===== src/common/ohr_map.svh =====
// Summary of operation
// - A write to a read-only register leaves it unchanged unless that register defines a side effect.
// - A write to the most significant byte address of a counter buffers it and restarts the counter.
// - A read of a write-only register returns an arbitrary value, here zero.
// - A read/write register accepts writes and returns the stored value on reads.
// - At reset every register loads a fixed default giving minimal working function.
// - A write to the global snapshot address buffers every performance counter at once.
// - Loss of frame uses L, M and N parameters held in a two-byte read/write register pair.
// - The excess parity state sets after a set count of consecutive windows above a set threshold.
// - The excess parity state clears after a clear count of windows at or below a clear threshold.
// - The parity bit error and remote bit error counters are 24-bit read-only over three bytes.
// - The parity block and remote block error counters are 16-bit read-only over two bytes.
// - Out-of-frame event and section parity error counters are 16-bit read-only over two bytes.
// - A counter is read by buffering it, singly or all at once, then reading buffer bytes.
`ifndef OHR_MAP_SVH
`define OHR_MAP_SVH
`define OHR_A_APS1 8'h00
`define OHR_A_NAT_C 8'h05
`define OHR_A_REI_BLK 8'h09
`define OHR_A_REI_BIP 8'h0B
`define OHR_A_TR_CTRL 8'h0E
`define OHR_A_TR_DATA 8'h0F
`define OHR_A_B2_BLK 8'h10
`define OHR_A_B2_BIP 8'h12
`define OHR_A_CLR_WIN 8'h15
`define OHR_A_CLR_CNT 8'h17
`define OHR_A_CLR_THR 8'h18
`define OHR_A_SET_WIN 8'h1B
`define OHR_A_SET_CNT 8'h1D
`define OHR_A_SET_THR 8'h1E
`define OHR_A_CFG1 8'h40
`define OHR_A_LMN 8'h41
`define OHR_A_OOF 8'h43
`define OHR_A_B1 8'h45
`define OHR_A_CFG2 8'h47
`define OHR_A_OP1 8'h50
`define OHR_A_OP2 8'h51
`define OHR_A_ID 8'h52
`define OHR_A_SNAP 8'h54
`define OHR_RST_WIN 16'h0008
`define OHR_RST_CNT 8'h03
`define OHR_RST_SET_THR 8'h04
`define OHR_RST_CLR_THR 8'h01
`define OHR_RST_LMN 16'h3818
`define OHR_RST_CFG 8'h00
`define OHR_DEVICE_IDENTIFIER 8'h5A
`endif


===== src/common/ohr_pkg.sv =====
package ohr_pkg;
   // Microprocessor pins as seen at the device.
   typedef struct packed {
      logic cs_n;
      logic rd_n;
      logic wr_n;
      logic [7:0] addr;
      logic [7:0] data;
   } ohr_bus_s;
   // Events from the overhead datapath, one-cycle pulses.
   typedef struct packed {
      logic frame;
      logic oof;
      logic b1;
      logic b2_blk;
      logic b2_bip;
      logic rei_blk;
      logic rei_bip;
   } ohr_evt_s;
   // Counter address decode result.
   typedef struct packed {
      logic hit;
      logic msb;
      logic [2:0] idx;
      logic [1:0] byt;
   } ohr_hit_s;
   typedef enum logic [1:0] {
      OHR_WATCH_SET = 2'b01,
      OHR_WATCH_CLR = 2'b10
   } ohr_xs_e;
   typedef logic [5:0][7:0] ohr_rxbytes_t;
endpackage


===== src/hdl/ohr_regs.sv =====
`timescale 1ns/1ns
`default_nettype none
`include "ohr_map.svh"
module ohr_regs #(
   parameter logic [7:0] DEVICE_IDENTIFIER = `OHR_DEVICE_IDENTIFIER
) (
   // Clock and reset.
   input wire logic i_ref_clk,
   input wire logic i_arst_n,
   // Microprocessor pins.
   input wire ohr_pkg::ohr_bus_s i_bus,
   output logic [7:0] o_data,
   output logic o_data_oe_n,
   // Datapath events and received bytes.
   input wire ohr_pkg::ohr_evt_s i_evt,
   input wire ohr_pkg::ohr_rxbytes_t i_rx_bytes,
   // Configuration and state toward the datapath.
   output logic [15:0] o_frame_loss_params,
   output logic [7:0] o_rx_regen_config_one,
   output logic [7:0] o_rx_regen_config_two,
   output logic [7:0] o_operational_config_one,
   output logic [7:0] o_operational_config_two,
   output logic [7:0] o_trace_ctrl,
   output logic [7:0] o_trace_data,
   output logic o_excess_parity_error_state,
   output logic [5:0] o_cnt_overflow
);
   import ohr_pkg::*;

   localparam int NC = 6;
   localparam logic [NC-1:0] WIDE = 6'b10_1000;

   typedef struct packed {
      ohr_bus_s sync1;
      ohr_bus_s sync2;
      logic wr_prev;
      logic [7:0] rd_data;
      logic oe_n;
      ohr_rxbytes_t rx;
      logic [NC-1:0][23:0] cnt;
      logic [NC-1:0][23:0] bufr;
      logic [NC-1:0] ovf;
      logic [7:0] tr_ctrl;
      logic [7:0] tr_data;
      logic [15:0] clr_win;
      logic [7:0] clr_cnt;
      logic [7:0] clr_thr;
      logic [15:0] set_win;
      logic [7:0] set_cnt;
      logic [7:0] set_thr;
      logic [7:0] cfg1;
      logic [15:0] lmn;
      logic [7:0] cfg2;
      logic [7:0] op1;
      logic [7:0] op2;
      ohr_xs_e xs;
      logic [15:0] win_pos;
      logic [15:0] win_errs;
      logic [7:0] consec;
   } ohr_state_s;

   ohr_state_s st_q;
   ohr_state_s st_d;

   // Counters: 0 out-of-frame, 1 section parity, 2 parity block, 3 parity bit,
   // 4 remote block, 5 remote bit. Base is the least significant byte.
   function automatic ohr_hit_s cnt_decode(input logic [7:0] a);
      ohr_hit_s h;
      logic [7:0] base;
      h = '0;
      for (int i = 0; i < NC; i++)
      begin
         unique case (i)
            0: base = `OHR_A_OOF;
            1: base = `OHR_A_B1;
            2: base = `OHR_A_B2_BLK;
            3: base = `OHR_A_B2_BIP;
            4: base = `OHR_A_REI_BLK;
            default: base = `OHR_A_REI_BIP;
         endcase
         if (a == base || a == base + 8'h01 || (WIDE[i] && a == base + 8'h02))
         begin
            h.hit = 1'b1;
            h.idx = 3'(i);
            h.byt = 2'(a - base);
            h.msb = (a == base + (WIDE[i] ? 8'h02 : 8'h01));
         end
      end
      return h;
   endfunction

   logic wr_stb;
   logic rd_act;
   ohr_hit_s wh;
   ohr_hit_s rh;
   logic [NC-1:0] inc;
   logic [NC-1:0] snap;
   logic [15:0] errs_now;
   logic win_end;
   logic [15:0] win_size;

   // Pin samples pass two flip-flops; a write is taken when the strobe rises,
   // because the data is certain to be stable by then.
   always_comb
   begin
      wr_stb = !st_q.sync2.cs_n && st_q.sync2.wr_n && !st_q.wr_prev && st_q.sync2.rd_n;
      rd_act = !st_q.sync2.cs_n && !st_q.sync2.rd_n && st_q.sync2.wr_n;
      wh = cnt_decode(st_q.sync2.addr);
      rh = wh;
      inc = {i_evt.rei_bip, i_evt.rei_blk, i_evt.b2_bip, i_evt.b2_blk, i_evt.b1, i_evt.oof};
      for (int i = 0; i < NC; i++)
      begin
         snap[i] = wr_stb && (st_q.sync2.addr == `OHR_A_SNAP ||
            (wh.hit && wh.msb && wh.idx == 3'(i)));
      end
   end

   // Window bookkeeping for the excess parity error state. The active window
   // size follows the present state, so set and clear use separate figures.
   always_comb
   begin
      win_size = (st_q.xs == OHR_WATCH_SET) ? st_q.set_win : st_q.clr_win;
      errs_now = st_q.win_errs + {15'h0000, i_evt.b2_bip};
      if (errs_now < st_q.win_errs)
      begin
         errs_now = 16'hFFFF;
      end
      win_end = i_evt.frame && (st_q.win_pos + 16'h0001 >= win_size);
   end

   // Next-state logic for the whole register bank.
   always_comb
   begin
      st_d = st_q;
      st_d.sync1 = i_bus;
      st_d.sync2 = st_q.sync1;
      st_d.wr_prev = st_q.sync2.wr_n;
      st_d.rx = i_rx_bytes;
      st_d.oe_n = !rd_act;
      // Counters saturate rather than wrap so a heavy burst never reads small.
      for (int i = 0; i < NC; i++)
      begin
         if (snap[i])
         begin
            st_d.bufr[i] = st_q.cnt[i];
            st_d.cnt[i] = {23'h00_0000, inc[i]};
            st_d.ovf[i] = 1'b0;
         end
         else if (inc[i])
         begin
            if (st_q.cnt[i] == (WIDE[i] ? 24'hFF_FFFF : 24'h00_FFFF))
            begin
               st_d.ovf[i] = 1'b1;
            end
            else
            begin
               st_d.cnt[i] = st_q.cnt[i] + 24'h00_0001;
            end
         end
      end
      // Register writes; read-only and unmapped addresses fall through.
      if (wr_stb)
      begin
         unique case (st_q.sync2.addr)
            `OHR_A_TR_CTRL: st_d.tr_ctrl = st_q.sync2.data;
            `OHR_A_TR_DATA: st_d.tr_data = st_q.sync2.data;
            `OHR_A_CLR_WIN: st_d.clr_win[7:0] = st_q.sync2.data;
            `OHR_A_CLR_WIN + 8'h01: st_d.clr_win[15:8] = st_q.sync2.data;
            `OHR_A_CLR_CNT: st_d.clr_cnt = st_q.sync2.data;
            `OHR_A_CLR_THR: st_d.clr_thr = st_q.sync2.data;
            `OHR_A_SET_WIN: st_d.set_win[7:0] = st_q.sync2.data;
            `OHR_A_SET_WIN + 8'h01: st_d.set_win[15:8] = st_q.sync2.data;
            `OHR_A_SET_CNT: st_d.set_cnt = st_q.sync2.data;
            `OHR_A_SET_THR: st_d.set_thr = st_q.sync2.data;
            `OHR_A_CFG1: st_d.cfg1 = st_q.sync2.data;
            `OHR_A_LMN: st_d.lmn[7:0] = st_q.sync2.data;
            `OHR_A_LMN + 8'h01: st_d.lmn[15:8] = st_q.sync2.data;
            `OHR_A_CFG2: st_d.cfg2 = st_q.sync2.data;
            `OHR_A_OP1: st_d.op1 = st_q.sync2.data;
            `OHR_A_OP2: st_d.op2 = st_q.sync2.data;
            default: st_d.op2 = st_q.op2;
         endcase
      end
      // Read mux; the snapshot address is write-only and reads as zero.
      st_d.rd_data = 8'h00;
      if (rh.hit)
      begin
         st_d.rd_data = st_q.bufr[rh.idx][8*rh.byt +: 8];
      end
      else if (st_q.sync2.addr >= `OHR_A_APS1 && st_q.sync2.addr <= `OHR_A_NAT_C)
      begin
         st_d.rd_data = st_q.rx[st_q.sync2.addr[2:0]];
      end
      else
      begin
         unique case (st_q.sync2.addr)
            `OHR_A_TR_CTRL: st_d.rd_data = st_q.tr_ctrl;
            `OHR_A_TR_DATA: st_d.rd_data = st_q.tr_data;
            `OHR_A_CLR_WIN: st_d.rd_data = st_q.clr_win[7:0];
            `OHR_A_CLR_WIN + 8'h01: st_d.rd_data = st_q.clr_win[15:8];
            `OHR_A_CLR_CNT: st_d.rd_data = st_q.clr_cnt;
            `OHR_A_CLR_THR: st_d.rd_data = st_q.clr_thr;
            `OHR_A_SET_WIN: st_d.rd_data = st_q.set_win[7:0];
            `OHR_A_SET_WIN + 8'h01: st_d.rd_data = st_q.set_win[15:8];
            `OHR_A_SET_CNT: st_d.rd_data = st_q.set_cnt;
            `OHR_A_SET_THR: st_d.rd_data = st_q.set_thr;
            `OHR_A_CFG1: st_d.rd_data = st_q.cfg1;
            `OHR_A_LMN: st_d.rd_data = st_q.lmn[7:0];
            `OHR_A_LMN + 8'h01: st_d.rd_data = st_q.lmn[15:8];
            `OHR_A_CFG2: st_d.rd_data = st_q.cfg2;
            `OHR_A_OP1: st_d.rd_data = st_q.op1;
            `OHR_A_OP2: st_d.rd_data = st_q.op2;
            `OHR_A_ID: st_d.rd_data = DEVICE_IDENTIFIER;
            default: st_d.rd_data = 8'h00;
         endcase
      end
      // Excess parity window machine. The error count of a window includes an
      // error arriving on the closing frame itself.
      if (i_evt.frame)
      begin
         st_d.win_pos = st_q.win_pos + 16'h0001;
      end
      st_d.win_errs = errs_now;
      if (win_end)
      begin
         st_d.win_pos = 16'h0000;
         st_d.win_errs = 16'h0000;
         unique case (st_q.xs)
            OHR_WATCH_SET:
            begin
               if (errs_now > {8'h00, st_q.set_thr})
               begin
                  st_d.consec = st_q.consec + 8'h01;
                  if (st_q.consec + 8'h01 >= st_q.set_cnt)
                  begin
                     st_d.xs = OHR_WATCH_CLR;
                     st_d.consec = 8'h00;
                  end
               end
               else
               begin
                  st_d.consec = 8'h00;
               end
            end
            OHR_WATCH_CLR:
            begin
               if (errs_now <= {8'h00, st_q.clr_thr})
               begin
                  st_d.consec = st_q.consec + 8'h01;
                  if (st_q.consec + 8'h01 >= st_q.clr_cnt)
                  begin
                     st_d.xs = OHR_WATCH_SET;
                     st_d.consec = 8'h00;
                  end
               end
               else
               begin
                  st_d.consec = 8'h00;
               end
            end
            default: st_d.xs = OHR_WATCH_SET;
         endcase
      end
   end

   // State register; reset loads constants only.
   always_ff @(posedge i_ref_clk or negedge i_arst_n)
   begin
      if (!i_arst_n)
      begin
         st_q <= '0;
         st_q.sync1 <= 19'h7_FF00;
         st_q.sync2 <= 19'h7_FF00;
         st_q.wr_prev <= 1'b1;
         st_q.oe_n <= 1'b1;
         st_q.clr_win <= `OHR_RST_WIN;
         st_q.clr_cnt <= `OHR_RST_CNT;
         st_q.clr_thr <= `OHR_RST_CLR_THR;
         st_q.set_win <= `OHR_RST_WIN;
         st_q.set_cnt <= `OHR_RST_CNT;
         st_q.set_thr <= `OHR_RST_SET_THR;
         st_q.lmn <= `OHR_RST_LMN;
         st_q.cfg1 <= `OHR_RST_CFG;
         st_q.cfg2 <= `OHR_RST_CFG;
         st_q.op1 <= `OHR_RST_CFG;
         st_q.op2 <= `OHR_RST_CFG;
         st_q.xs <= OHR_WATCH_SET;
      end
      else
      begin
         st_q <= st_d;
      end
   end

   // Outputs straight from flip-flops, except the excess parity state, which is decoded from st_q.xs.
   assign o_data = st_q.rd_data;
   assign o_data_oe_n = st_q.oe_n;
   assign o_frame_loss_params = st_q.lmn;
   assign o_rx_regen_config_one = st_q.cfg1;
   assign o_rx_regen_config_two = st_q.cfg2;
   assign o_operational_config_one = st_q.op1;
   assign o_operational_config_two = st_q.op2;
   assign o_trace_ctrl = st_q.tr_ctrl;
   assign o_trace_data = st_q.tr_data;
   assign o_excess_parity_error_state = (st_q.xs == OHR_WATCH_CLR);
   assign o_cnt_overflow = st_q.ovf;

   // Helper: marks the first cycle after reset release.
   logic seen_q;
   always_ff @(posedge i_ref_clk or negedge i_arst_n)
   begin
      if (!i_arst_n)
      begin
         seen_q <= 1'b0;
      end
      else
      begin
         seen_q <= 1'b1;
      end
   end
endmodule
`default_nettype wire


===== config.mk =====
export PLATFORM = sky130hd
export DESIGN_NAME = ohr_regs
export DESIGN_NICKNAME = d
export VERILOG_FILES = /design/src/common/ohr_pkg.sv /design/src/hdl/ohr_regs.sv
export VERILOG_INCLUDE_DIRS = /design/src /design/src/common
export SDC_FILE = /design/constraint.sdc
export NUM_CORES = 1
export LEC_CHECK = 0
export BUFFER_PORTS_ARGS = -buffer_cell sky130_fd_sc_hd__buf_4
export CAP_MARGIN = 15
export CORE_UTILIZATION = 62
export CTS_CLUSTER_SIZE = 20
export DETAILED_ROUTE_END_ITERATION = 7
export GPL_ROUTABILITY_DRIVEN = 0
export PLACE_DENSITY = 0.86
export SETUP_SLACK_MARGIN = 0.4
export SYNTH_ARGS = -nofsm -noshare
export SYNTH_HDL_FRONTEND = slang
export SYNTH_SLANG_ARGS = --single-unit

===== constraint.sdc =====
create_clock -name i_ref_clk -period 5.2 [get_ports i_ref_clk]
set_input_delay 0.78 -clock i_ref_clk [delete_from_list [all_inputs] [get_ports i_ref_clk]]
set_output_delay 0.78 -clock i_ref_clk [all_outputs]
set_load 0.01 [all_outputs]

After elaboration in Yosys (flattened, before gate mapping). Cells that the tools add are included.

Flip-flop bits (word level): 560. Logic and storage cells: 284.

Add/subtract/negate cells: 15. Order comparisons: 10. Equal/unequal tests: 55. Shift operators: 1. Multiplexer cells: 63. Reductions and logical operators: 83.

Operator list (number): $mux 24 (19); $add 24x1->24 const B (6); $pmux 8 s17 (1); $eq 8x5->1 const B (13); $eq 24x16->1 const B (4); $eq 8x7->1 const B (12); $bmux 24 s3 (1); $reduce_and 2->1 (29); $eq 8x4->1 const B (7); $mux 8 (7); $eq 24x24->1 const B (2); $mux 16 (3); $mux 7 (6); $mux 40 (1); $reduce_bool 2->1 (14); $bmux 8 s3 (1); $shiftx 24x6->8 (1); $logic_and 1x1->1 (20); $mux 1 (18); $add 16x1->16 (1); $add 16x1->16 const B (1); $ge 16x16->1 (1); $ge 8x8->1 (2); $gt 16x8->1 (1); other kinds (22) (56).

Depth between registers and ports, before layout. Gate-level depths: netlist of the first run.

Word-level depth: 14. Gate-level depth with buffers: 21. Gate-level depth less buffers: 20.

Least setup slack after synthesis of the first run. Ideal clock, no wire load.

Kind: input-to-reg. From: input port i_evt[2] in the netlist's numbering. To: register st_q[1] in the netlist's numbering. Library setup time: 0.131 ns. Data arrival time: 4.941 ns. Data required time: 5.069 ns. Setup slack: 0.128 ns. Stages: 20. Path buffers: 1. Cell sequence: ha_1 nand4_1 nor4_1 and3_1 ha_1 xnor2_1 nor4_1 nand3_1 o211ai_2 clkbuf_1 nand2_1 ha_1 a21oi_1 o21ai_0 nor4_1 o32a_1 or3_1 and4_1 a211oi_4 nor2_1.

Longest elaborated chain between the ends: 6.

RTL lines: start: declaration (line ohr_regs.sv:15) `input wire ohr_pkg::ohr_evt_s i_evt,`; $add 16x1->16 (*) (line ohr_regs.sv:123) `errs_now = st_q.win_errs + {15'h0000, i_evt.b2_bip};`; $lt 16x16->1 (line ohr_regs.sv:124) `if (errs_now < st_q.win_errs)`; $mux 16 (*) (line ohr_regs.sv:124); $le 16x8->1 or $gt 16x8->1 (tied branches) (line ohr_regs.sv:247, ohr_regs.sv:231); $mux 8, on equally long branches (line ohr_regs.sv:247, ohr_regs.sv:231); $pmux 8 s2 (*) (line ohr_regs.sv:228) `unique case (st_q.xs)`; end signal: assignment (line ohr_regs.sv:291) `st_q <= st_d;`; end: declaration (line ohr_regs.sv:62) `ohr_state_s st_q;`.

Every way passes the cells marked *; elsewhere a longest branch is shown, timed or not. A chain may end at the register's enable or synchronous reset.

Final worst setup path of the first run.
From: register st_q[8] in the netlist's numbering. To: register st_q[3] in the netlist's numbering.

Longest elaborated chain between the ends: 6.

RTL lines (line): $add 16x1->16 (ohr_regs.sv:123); $lt 16x16->1 (ohr_regs.sv:124); $mux 16 (*) (ohr_regs.sv:124); $le 16x8->1 or $gt 16x8->1 (tied branches) (ohr_regs.sv:247, ohr_regs.sv:231); $mux 8, on equally long branches (ohr_regs.sv:247, ohr_regs.sv:231); $pmux 8 s2 (*) (ohr_regs.sv:228).

Marks and branches as above.

==> results of run 1 <==
how the worst max path moves through the flow:
stage / from / to
after floorplan: i_evt[2] / st_q[1]
after global placement: i_evt[2] / st_q[7]
after detailed placement: i_evt[2] / st_q[6]
after CTS: st_q[8] / st_q[3]
after global routing: st_q[8] / st_q[6]
final: st_q[8] / st_q[3]
timing repair:
action / CTS / global route
setup buffers: 0 / 2
setup endpoints to repair: 0 / 10
hold buffers: 0 / 0
resized for setup: 0 / 15
endpoints found under the hold margin: 0 / 0
layout make-up:
cell class | instances | area share (%)
Clock buffer | 80 | 5.253
Clock inverter | 24 | 0.6688
Inverter | 82 | 0.9972
Multi-Input combinational cell | 1688 | 40.31
Sequential cell | 560 | 45.57
Tap cell | 592 | 2.400
Timing Repair Buffer | 190 | 4.807
power groups by stage:
stage,Sequential (mW),Combinational (mW),Clock (mW)
after floorplan,4.95,0.931,0
after global placement,5.05,1.25,0
after detailed placement,5.08,1.33,0
after CTS,5.00,1.35,4.05
after global routing,5.05,1.58,4.20
final,5.03,1.44,4.01
cells in the mapped netlist, drive strengths merged, types with 10 or more instances:
| cell | n | area, µm² |
|---|---|---|
| dfstp | 38 | 998.5 |
| xnor2 | 68 | 595.6 |
| a211oi | 12 | 102.6 |
| nor4 | 22 | 214.0 |
| nand2b | 15 | 96.34 |
| dfrtp | 522 | 13060 |
| o221ai | 10 | 93.84 |
| xor2 | 80 | 700.7 |
| nor3 | 43 | 262.8 |
| nand2 | 234 | 880.9 |
| and2 | 18 | 115.1 |
| a21oi | 83 | 464.2 |
| nor2 | 196 | 755.7 |
| or3 | 32 | 200.2 |
| o22ai | 10 | 62.56 |
| clkbuf | 56 | 210.2 |
| nand4 | 49 | 327.8 |
| a221oi | 31 | 277.8 |
| buf | 121 | 878.3 |
| a21o | 12 | 90.09 |
| inv | 81 | 304.0 |
| a22oi | 42 | 315.3 |
| o21ai | 96 | 499.2 |
| a22o | 17 | 148.9 |
| nand3 | 83 | 415.4 |
| o21a | 13 | 97.59 |
| ha | 71 | 888.4 |
| mux2i | 43 | 430.4 |
| and3 | 48 | 300.3 |
| mux2 | 246 | 2845 |
stage by stage:
| step | util [%] | std cells | setup TNS (ps) |
|---|---|---|---|
| after global placement | 65.41 | 3108 | 0 |
| after detailed placement | 65.41 | 3108 | -642.9 |
| after CTS | 69.54 | 3212 | 0 |
| after global routing | 69.80 | 3216 | 0 |
| after floorplan | - | 2507 | 0 |
| final | 69.80 | 3216 | 0 |
sequential cells by signal, summed over array words and instances (netlist names), 6 cells and up:
signal                    flops
st_q                        461
st_d                         20
o_frame_loss_params          16
o_data                        8
o_operational_config_one      8
o_operational_config_two      8
o_rx_regen_config_one         8
o_rx_regen_config_two         8
o_trace_ctrl                  8
o_trace_data                  8
o_cnt_overflow                6
metal layers:
metal	vias up	wire length (µm)
li1	8976	-
met1	10380	28120
met2	1146	35580
met3	304	5897
met4	0	4457
met5	-	0
kinds of logic after synthesis:
kind of cell	Yosys count
simple gates	784
fa+ha+maj	71
compound gates	388
flops	560
mux	297
buf+inv	259
xor+xnor	148
critical path, cell delays in order (launching register included):
cell and delay [ps]:
dfrtp_1 350, ha_2 220, nand4_1 180, nor4_4 200, and3_1 190, ha_1 260, xnor2_1 170, nor4_2 220
nand3_1 220, o211ai_4 350, nand2_1 140, ha_1 310, nand2_1 80, o21ai_1 160, nor4_1 60, o32a_1 330
or3_1 350, and4_4 230, a211oi_4 340, nor2_1 90
==> qor.txt, run 1 <==
# setup viols final = 0
Vias in the first global route = 21090
Netlist Area Pre-Place = 27770 µm²
CP max FO = 8
Reg2reg end = st_q[3]
Final Cycle Share = 88.53%
# fillers = 2922
Initial antenna violation count = 0
Slew Viols, Final = 0
Global-route wire length before repair = 115.5 mm
#FFs+latches synth = 560
WL final = 74.05 mm
Mux contribution to synthesized area = 12.45%
CP required = 5690 ps
CTS Buf Count = 55
Power, Total = 10.48 mW
ANT nets after route = 0
Commonest non-fill, non-tap cell in the layout = dfrtp_1
Gr usage total = 32.86%
Die W = 213.6 µm
Met3 Usage GRT = 6.034%
Synth Area in Compound Gates = 9.832%
Yosys cell types = 100
CTS max path bufs = 3
Min cycle time layout = 4604 ps
Initial core utilization = 62.79%
Post-synth EDFFs = 0
DP HPWL = 51.90 mm
Layer with the highest usage = met2
Pint = 7.502 mW
Largest net degree at the start of global routing = 131
Slew @ Worst Pin = 1228 ps
# rows = 77
Max-Cap Viols = 0
Synth Warn # = 0
P per Cell Area = 339.4 nW/µm²
Nets = 2724
Drc violations = 0
# port buffers = 155
Vias = 20810
Net Sw Power = 2.974 mW
Pleak = 14.33 nW
Met1 GRT Util = 41.31%
TritonCTS clock tree = built
Kind of critical path = register to register
RR Startpoint = st_q[8]
Clock Skew = 25.38 ps
Fmax = 217.2 MHz
Switch share = 28.39%
Max_slew headroom = 17.43%
Seq pwr share = 48.0%
Final hold vios = 0
Worst-skew pair later-pin latency = 620 ps
Met2 GRT Util = 53.71%
Area Overhead vs Synth = 11.16%
Overflow after GRT = 0
Startpoint types = register
Post-Synthesis Cells = 2507
Placed instance area = 28930 µm²
FF+latch area = 14060 µm²
Die height = 213.6 µm
Core footprint = 44220 µm²
Synthesized area per cell = 11.08 µm²
Clock root cell = clkbuf_16
Ys async rst share = 100.0%
Antenna Cells = 0
Total die area = 45640 µm²
Most frequent cells in the layout = dfrtp_1 (519), nand2_1 (231), mux2_2 (197)
Post-synthesis simple-gate area fraction = 14.19%
Class of the worst hold path = input port to async pin
CTS H-tree lvls = 2
First-iteration detailed-routing DRC count = 2412
Maximum vdd ir drop = 303.7 µV
Synth Area in Adders = 3.199%
Synthesized Nets = 2654
DP Worst Slack = -92.10 ps
Multi-input gate area = 12440 µm²
Crit. End Element = register
Combinational group share of total power = 13.7%
CTS sink count = 560
Routed length per placed instance = 23.03 µm
Clk pwr share = 38.3%
Arrival time at the worst endpoint = 5090 ps
Clk pin slew, worst setup/hold paths = 60 ps
Share of cells above drive strength 1 = 23.93%
Sequential share of the synthesized area = 50.64%
Ports = 156
Reg2reg path depth = 19
Most common flop cell mapped by yosys = dfrtp_1
Routed vias/inst = 6.470
Post-Synth XOR/XNOR Area = 4.668%
Largest family of logic cells by synthesized area = simple AND/OR/NAND/NOR gates
Worst setup margin = 596.4 ps
Reg2reg setup slack = 600 ps
Status = finished, final reports clean
Final non-filler cell area = 30870 µm²
RSZ-0062 raised after global routing = false
Final hold slack = 234.6 ps
Drt pass-1 iters = 5
Note: power is estimated with default switching activity, not from simulation.
==> run 2: changes to the inputs <==
--- a/config.mk
+++ b/config.mk
@@ -8,11 +8,11 @@
 export LEC_CHECK = 0
 export BUFFER_PORTS_ARGS = -buffer_cell sky130_fd_sc_hd__buf_4
 export CAP_MARGIN = 15
-export CORE_UTILIZATION = 62
+export CORE_UTILIZATION = 48
 export CTS_CLUSTER_SIZE = 20
 export DETAILED_ROUTE_END_ITERATION = 7
 export GPL_ROUTABILITY_DRIVEN = 0
-export PLACE_DENSITY = 0.86
+export PLACE_DENSITY = 0.7
 export SETUP_SLACK_MARGIN = 0.4
 export SYNTH_ARGS = -nofsm -noshare
 export SYNTH_HDL_FRONTEND = slang
==> run 2 against run 1 <==
Against the previous run:
- the flow now finishes with violations (DRC)
- power rose by 3.4%
- die area is 29% higher
- setup slack got worse by 47 ps
- first-iteration DRC count fell by 33%
- clock-buffer cell count shrank 1
- non-clock buffer count rose by 13
- design area rose by 1.6%
- hold slack got worse by 120 ps
- clock skew is 5.0 ps higher
==> qor.txt, run 2 (synthesis results as in run 1) <==
Clk pin slew, worst setup/hold paths = 60 ps (about the same)
P per Cell Area = 345.4 nW/µm² (+1.8%)
Arrival time at the worst endpoint = 5140 ps (+50 ps)
Fmax = 215.0 MHz (-1.0%)
Reg2reg path depth = 18 (-1)
Reg2reg end = st_q[6]
Largest Register = st_q
Largest stage delay, worst path = 500 ps (+150 ps)
CTS max path bufs = 3 (unchanged)
Worst path bufs/invs = 0 (unchanged)
Clock root cell = clkbuf_16
Crit-path most repeated cell = ha_1
Placed insts = 3278 (+5.5%)
Core footprint = 56820 µm² (+28%)
Total die area = 58820 µm² (+29%)
# fillers = 4791 (+64%)
Initial antenna violation count = 2 (+2)
RR Startpoint = st_q[10]
WL final = 74.09 mm (about the same)
Overflow after GRT = 0 (unchanged)
Pint = 7.838 mW (+4.5%)
Vias in the first global route = 19990 (-5.2%)
Share of cells above drive strength 1 = 24.51% (+0.57 points)
RSZ-0062 raised after global routing = false
Commonest non-fill, non-tap cell in the layout = dfrtp_1
Min cycle time layout = 4650 ps (+46.84 ps)
Crit. End Element = register
Power, Total = 10.83 mW (+3.4%)
DP HPWL = 53.37 mm (+2.8%)
Clock Skew = 30.40 ps (+5.021 ps)
# rows = 87 (+13%)
Max reg flops = 461 (unchanged)
Global-route wire length before repair = 116.7 mm (+1.0%)
Die W = 242.5 µm (+14%)
Slew @ Worst Pin = 1182 ps (-46.07 ps)
First-iteration detailed-routing DRC count = 1628 (-33%)
Pleak = 14.47 nW (+1.0%)
Worst-skew pair later-pin latency = 630 ps (about the same)
Drt pass-1 iters = 8 (+3)
Routed length per placed instance = 21.81 µm (-5.3%)
CTS sink count = 560 (unchanged)
Slowest stage cell, crit path = dfrtp_1
CP required = 5690 ps (about the same)
Nets = 2740 (+0.59%)
Post-route insts no fill = 3397 (+5.6%)
Net Sw Power = 2.992 mW (+0.58%)
Reg2reg setup slack = 550 ps (-50 ps)
CTS H-tree lvls = 2 (unchanged)
Area Overhead vs Synth = 12.90%
Final hold vios = 0 (unchanged)
Startpoint types = register
Switch share = 27.62% (-0.77 points)
Maximum vdd ir drop = 345.2 µV (+14%)
Fin util = 55.17% (-15 points)
CP Cell Sequence = nand4_1 -> nor4_4 -> and3_1 -> ha_1 -> xnor2_1 -> nor4_2 -> nand3_2 -> o211ai_4 -> nand2_2 -> ha_1 -> a21oi_1 -> o21ai_1 -> nor4_1 -> o32a_1 -> or3_1 -> and4_4 -> a211oi_4 -> nor2_1
Ports = 156 (unchanged)
CTS Buf Count = 58 (+5.5%)
Combinational group share of total power = 13.2% (-0.5 points)
Clk pwr share = 40.4% (+2.1 points)
Vias = 20050 (-3.6%)
Status = finished, violations left
# setup viols final = 0 (unchanged)
Max_slew headroom = 20.58% (+3.1 points)
Die height = 242.5 µm (+14%)
Initial core utilization = 48.87% (-14 points)
Kind of critical path = register to register
Delay-heaviest family, CP = simple AND/OR/NAND/NOR gates
ANT nets after route = 0 (unchanged)
Slew Viols, Final = 0 (unchanged)
Routed vias/inst = 5.903 (-8.8%)
Seq pwr share = 46.4% (-1.6 points)
Most frequent cells in the layout = dfrtp_1 (519), nand2_1 (231), mux2_2 (197), buf_4 (197), nor2_1 (189)
# port buffers = 155 (unchanged)
Drc violations = 2 (+2)
Class of the worst hold path = input port to async pin
Largest net degree at the start of global routing = 154 (+18%)
TritonCTS clock tree = built
Max-Cap Viols = 0 (unchanged)
Violated checks = DRC
Final hold slack = 116.4 ps (-118.2 ps)
Gr usage total = 25.21% (-7.6 points)
Final Cycle Share = 89.43% (+0.90 points)
CP max FO = 9 (+1)
[run 2: changes by cell type in the layout (fill, tap and decap cells not counted), sizes merged]
cell / before / now
clkinv: 18 / 16
clkbuf: 82 / 79
diode: 0 / 1
bufinv: 2 / 7
clkinvlp: 1 / 4
buf: 188 / 203
inv: 85 / 83
[run 2: worst max-delay path by stage]
stage                  start      end  slack [ps]  cells past startpoint
global route        st_q[14]  st_q[6]         320                     18
CTS                 st_q[11]  st_q[6]         410                     18
floorplan           i_evt[2]  st_q[1]         400                     20
detailed placement  i_evt[2]  st_q[6]        -140                     20
finish              st_q[10]  st_q[6]         550                     18
global placement    i_evt[2]  st_q[7]         100                     20
[run 2: per-stage QoR]
stage | cell area (µm²) | setup slack, ps | TNS (ps)
after floorplan | 27790 | 398.1 | 0
after CTS | 31210 | 407.1 | 0
after global routing | 31350 | 319.2 | 0
after global placement | 29180 | 101.0 | 0
after detailed placement | 29180 | -136.7 | -871.4
final | 31350 | 549.6 | 0
[run 2: power groups by stage]
stage          registers, mW  logic, mW  clock network [mW]
2_1_floorplan           4.95      0.931                   0
4_1_cts                 5.02       1.33                4.45
5_1_grt                 5.06       1.58                4.64
3_5_place_dp            5.09       1.31                   0
3_3_place_gp            5.07       1.26                   0
6_report                5.03       1.42                4.38
[run 2: metal layers]
layer	track usage [%]	vias up	wire [µm]
li1	-	9022	-
met1	33.92	10130	31150
met2	40.68	712	35240
met3	3.567	182	4527
met4	11.00	2	3165
met5	0	-	8
[run 2: cell type report]
cell class | instances | area (µm²) | area share [%]
inverters | 82 | 307.8 | 0.9818
repair buffers | 203 | 1579 | 5.037
diodes | 1 | 2.502 | 0.007982
well taps | 756 | 945.9 | 3.017
multi-input cells | 1688 | 12410 | 39.60
clock inverters | 28 | 366.6 | 1.169
clock buffers | 79 | 1670 | 5.328
flip-flops and latches | 560 | 14060 | 44.86
[run 2: repair_timing]
item | CTS | global route
hold buffers | 0 | 0
endpoints found under the setup margin | 0 | 10
endpoints found under the hold margin | 0 | 0
setup buffers | 0 | 9
resized for setup | 0 | 14
==> run 3: changes to the inputs <==
--- a/config.mk
+++ b/config.mk
@@ -9,6 +9,7 @@
 export BUFFER_PORTS_ARGS = -buffer_cell sky130_fd_sc_hd__buf_4
 export CAP_MARGIN = 15
 export CORE_UTILIZATION = 48
+export CTS_BUF_LIST = sky130_fd_sc_hd__clkbuf_16
 export CTS_CLUSTER_SIZE = 20
 export DETAILED_ROUTE_END_ITERATION = 7
 export GPL_ROUTABILITY_DRIVEN = 0
==> run 3 against run 2 <==
Against the previous run:
- the run now ends clean
- sequential power is essentially flat
- utilization down 0.24 points
- via count decreased by 0.24%
- register-to-register slack hardly changed
- clock power is 5.3% lower
- hold slack got worse by 7.5 ps
- first-iteration DRC count rose by 0.86%
- flip-flop and latch count did not move
- clock skew is 0.78 ps higher
- critical path type unchanged
==> qor.txt, run 3 (synthesis results as in run 1) <==
Status = finished, final reports clean
Slew Viols, Final = 0 (unchanged)
Slew @ Worst Pin = 1193 ps (+10.45 ps)
Max_slew headroom = 19.87% (-0.70 points)
DP HPWL = 53.37 mm (unchanged)
CP required = 5690 ps (about the same)
Max-Cap Viols = 0 (unchanged)
Clock root cell = clkbuf_16
Gr usage total = 25.17% (-0.038 points)
CTS max path bufs = 3 (unchanged)
Vias in the first global route = 19980 (-0.070%)
Class of the worst hold path = input port to async pin
Met3 Usage GRT = 3.689% (+0.12 points)
CTS H-tree lvls = 2 (unchanged)
Reg2reg path depth = 18 (unchanged)
WL final = 74.06 mm (about the same)
# fillers = 4806 (+0.31%)
Startpoint types = register
Largest net degree at the start of global routing = 154 (unchanged)
Area Overhead vs Synth = 12.41%
Drt pass-1 iters = 5 (-3)
Ports = 156 (unchanged)
Reg2reg end = st_q[6]
Layer with the highest usage = met2
TritonCTS clock tree = built
Kind of critical path = register to register
Vias = 20000 (-0.24%)
Min cycle time layout = 4661 ps (+10.73 ps)
CTS Buf Count = 58 (unchanged)
Core footprint = 56820 µm² (unchanged)
TNS Setup = 0 ps (unchanged)
Share of cells above drive strength 1 = 23.98% (-0.53 points)
Overflow after GRT = 0 (unchanged)
Initial antenna violation count = 2 (unchanged)
Die height = 242.5 µm (unchanged)
First-iteration detailed-routing DRC count = 1642 (+0.86%)
Met2 GRT Util = 40.64% (-0.042 points)
Final hold slack = 108.9 ps (-7.514 ps)
Drc violations = 0 (-2)
Crit. End Element = register
Clk pin slew, worst setup/hold paths = 60 ps (about the same)
P per Cell Area = 339.6 nW/µm² (-1.7%)
Pleak = 14.42 nW (-0.34%)
Routed length per placed instance = 21.80 µm (about the same)
Routed vias/inst = 5.888 (-0.24%)
Commonest non-fill, non-tap cell in the layout = dfrtp_1
Initial core utilization = 48.87% (unchanged)
Final Cycle Share = 89.64% (+0.21 points)
# rows = 87 (unchanged)
Clock Skew = 31.18 ps (+0.7847 ps)
Arrival time at the worst endpoint = 5150 ps (about the same)
Fmax = 214.5 MHz (-0.23%)
Maximum vdd ir drop = 343.1 µV (-0.62%)
Max reg flops = 461 (unchanged)
Met1 GRT Util = 33.74% (-0.18 points)
# port buffers = 155 (unchanged)
RR Startpoint = st_q[9]
CP max FO = 8 (-1)
Worst-skew pair later-pin latency = 630 ps (about the same)
Hold Buf Count CTS = 0 (unchanged)
Final hold vios = 0 (unchanged)
ANT nets after route = 0 (unchanged)
Most frequent cells in the layout = dfrtp_1 (519), nand2_1 (231), buf_4 (198)
Nets = 2740 (unchanged)
Global-route wire length before repair = 116.5 mm (-0.19%)
# setup viols final = 0 (unchanged)
RSZ-0062 raised after global routing = false
Die W = 242.5 µm (unchanged)
Total die area = 58820 µm² (unchanged)
Largest Register = st_q
CTS sink count = 560 (unchanged)
Reg2reg setup slack = 540 ps (about the same)
-- run 3: repair_timing --
item	CTS	global route
setup buffers	0	9
gates resized for setup	0	14
setup endpoints to repair	0	10
-- run 3: layer usage --
metal,wire (µm),part of all wire (%),vias up
met5,8,0.011,-
met1,30950,42,10060
met2,35300,48,729
met3,4579,6.2,177
li1,-,-,9036
met4,3220,4.3,2
-- run 3: report_power, final --
group,internal (mW),switching [mW]
Sequential,4.65,0.381
Clock,2.38,1.77
Combinational,0.587,0.835
-- run 3: layout make-up --
cell class | count | area, µm² | area share [%]
Antenna cell | 1 | 2.502 | 0.008017
Clock buffer | 58 | 1451 | 4.650
Clock inverter | 49 | 445.4 | 1.427
Inverter | 82 | 307.8 | 0.9861
Multi-Input combinational cell | 1688 | 12410 | 39.77
Sequential cell | 560 | 14060 | 45.06
Tap cell | 756 | 945.9 | 3.030
Timing Repair Buffer | 203 | 1582 | 5.067
-- run 3: worst max-delay path by stage --
stage / startpoint / to / slack (ps) / depth (start not counted)
after CTS: st_q[11] / st_q[6] / 410 / 18
after global routing: st_q[14] / st_q[6] / 320 / 18
after floorplan: i_evt[2] / st_q[1] / 400 / 20
final: st_q[9] / st_q[6] / 540 / 18
after detailed placement: i_evt[2] / st_q[6] / -140 / 20
after global placement: i_evt[2] / st_q[7] / 100 / 20
-- run 3: worst max-delay path, stage by stage (launching register included) --
cell	delay, ps
dfrtp_1	500
nand4_1	240
nor4_4	220
and3_1	200
ha_1	260
xnor2_1	190
nor4_2	390
nand3_2	150
o211ai_4	310
nand2_2	120
ha_1	330
a21oi_1	70
o21ai_1	140
nor4_1	70
o32a_1	350
or3_1	340
and4_4	220
a211oi_4	340
nor2_1	100
-- run 3: per-stage QoR --
| step | cell area, µm² | cells | total power, mW | utilization [%] | setup WS (ps) |
|---|---|---|---|---|---|
| 4_1_cts | 31070 | 3385 | 10.57 | 54.68 | 407.1 |
| 3_3_place_gp | 29180 | 3278 | 6.326 | 51.35 | 101.0 |
| 5_1_grt | 31210 | 3396 | 11.06 | 54.93 | 319.3 |
| 2_1_floorplan | 27790 | 2507 | 5.881 | - | 398.1 |
| 3_5_place_dp | 29180 | 3278 | 6.404 | 51.35 | -136.7 |
| 6_report | 31210 | 3397 | 10.60 | 54.93 | 538.9 |
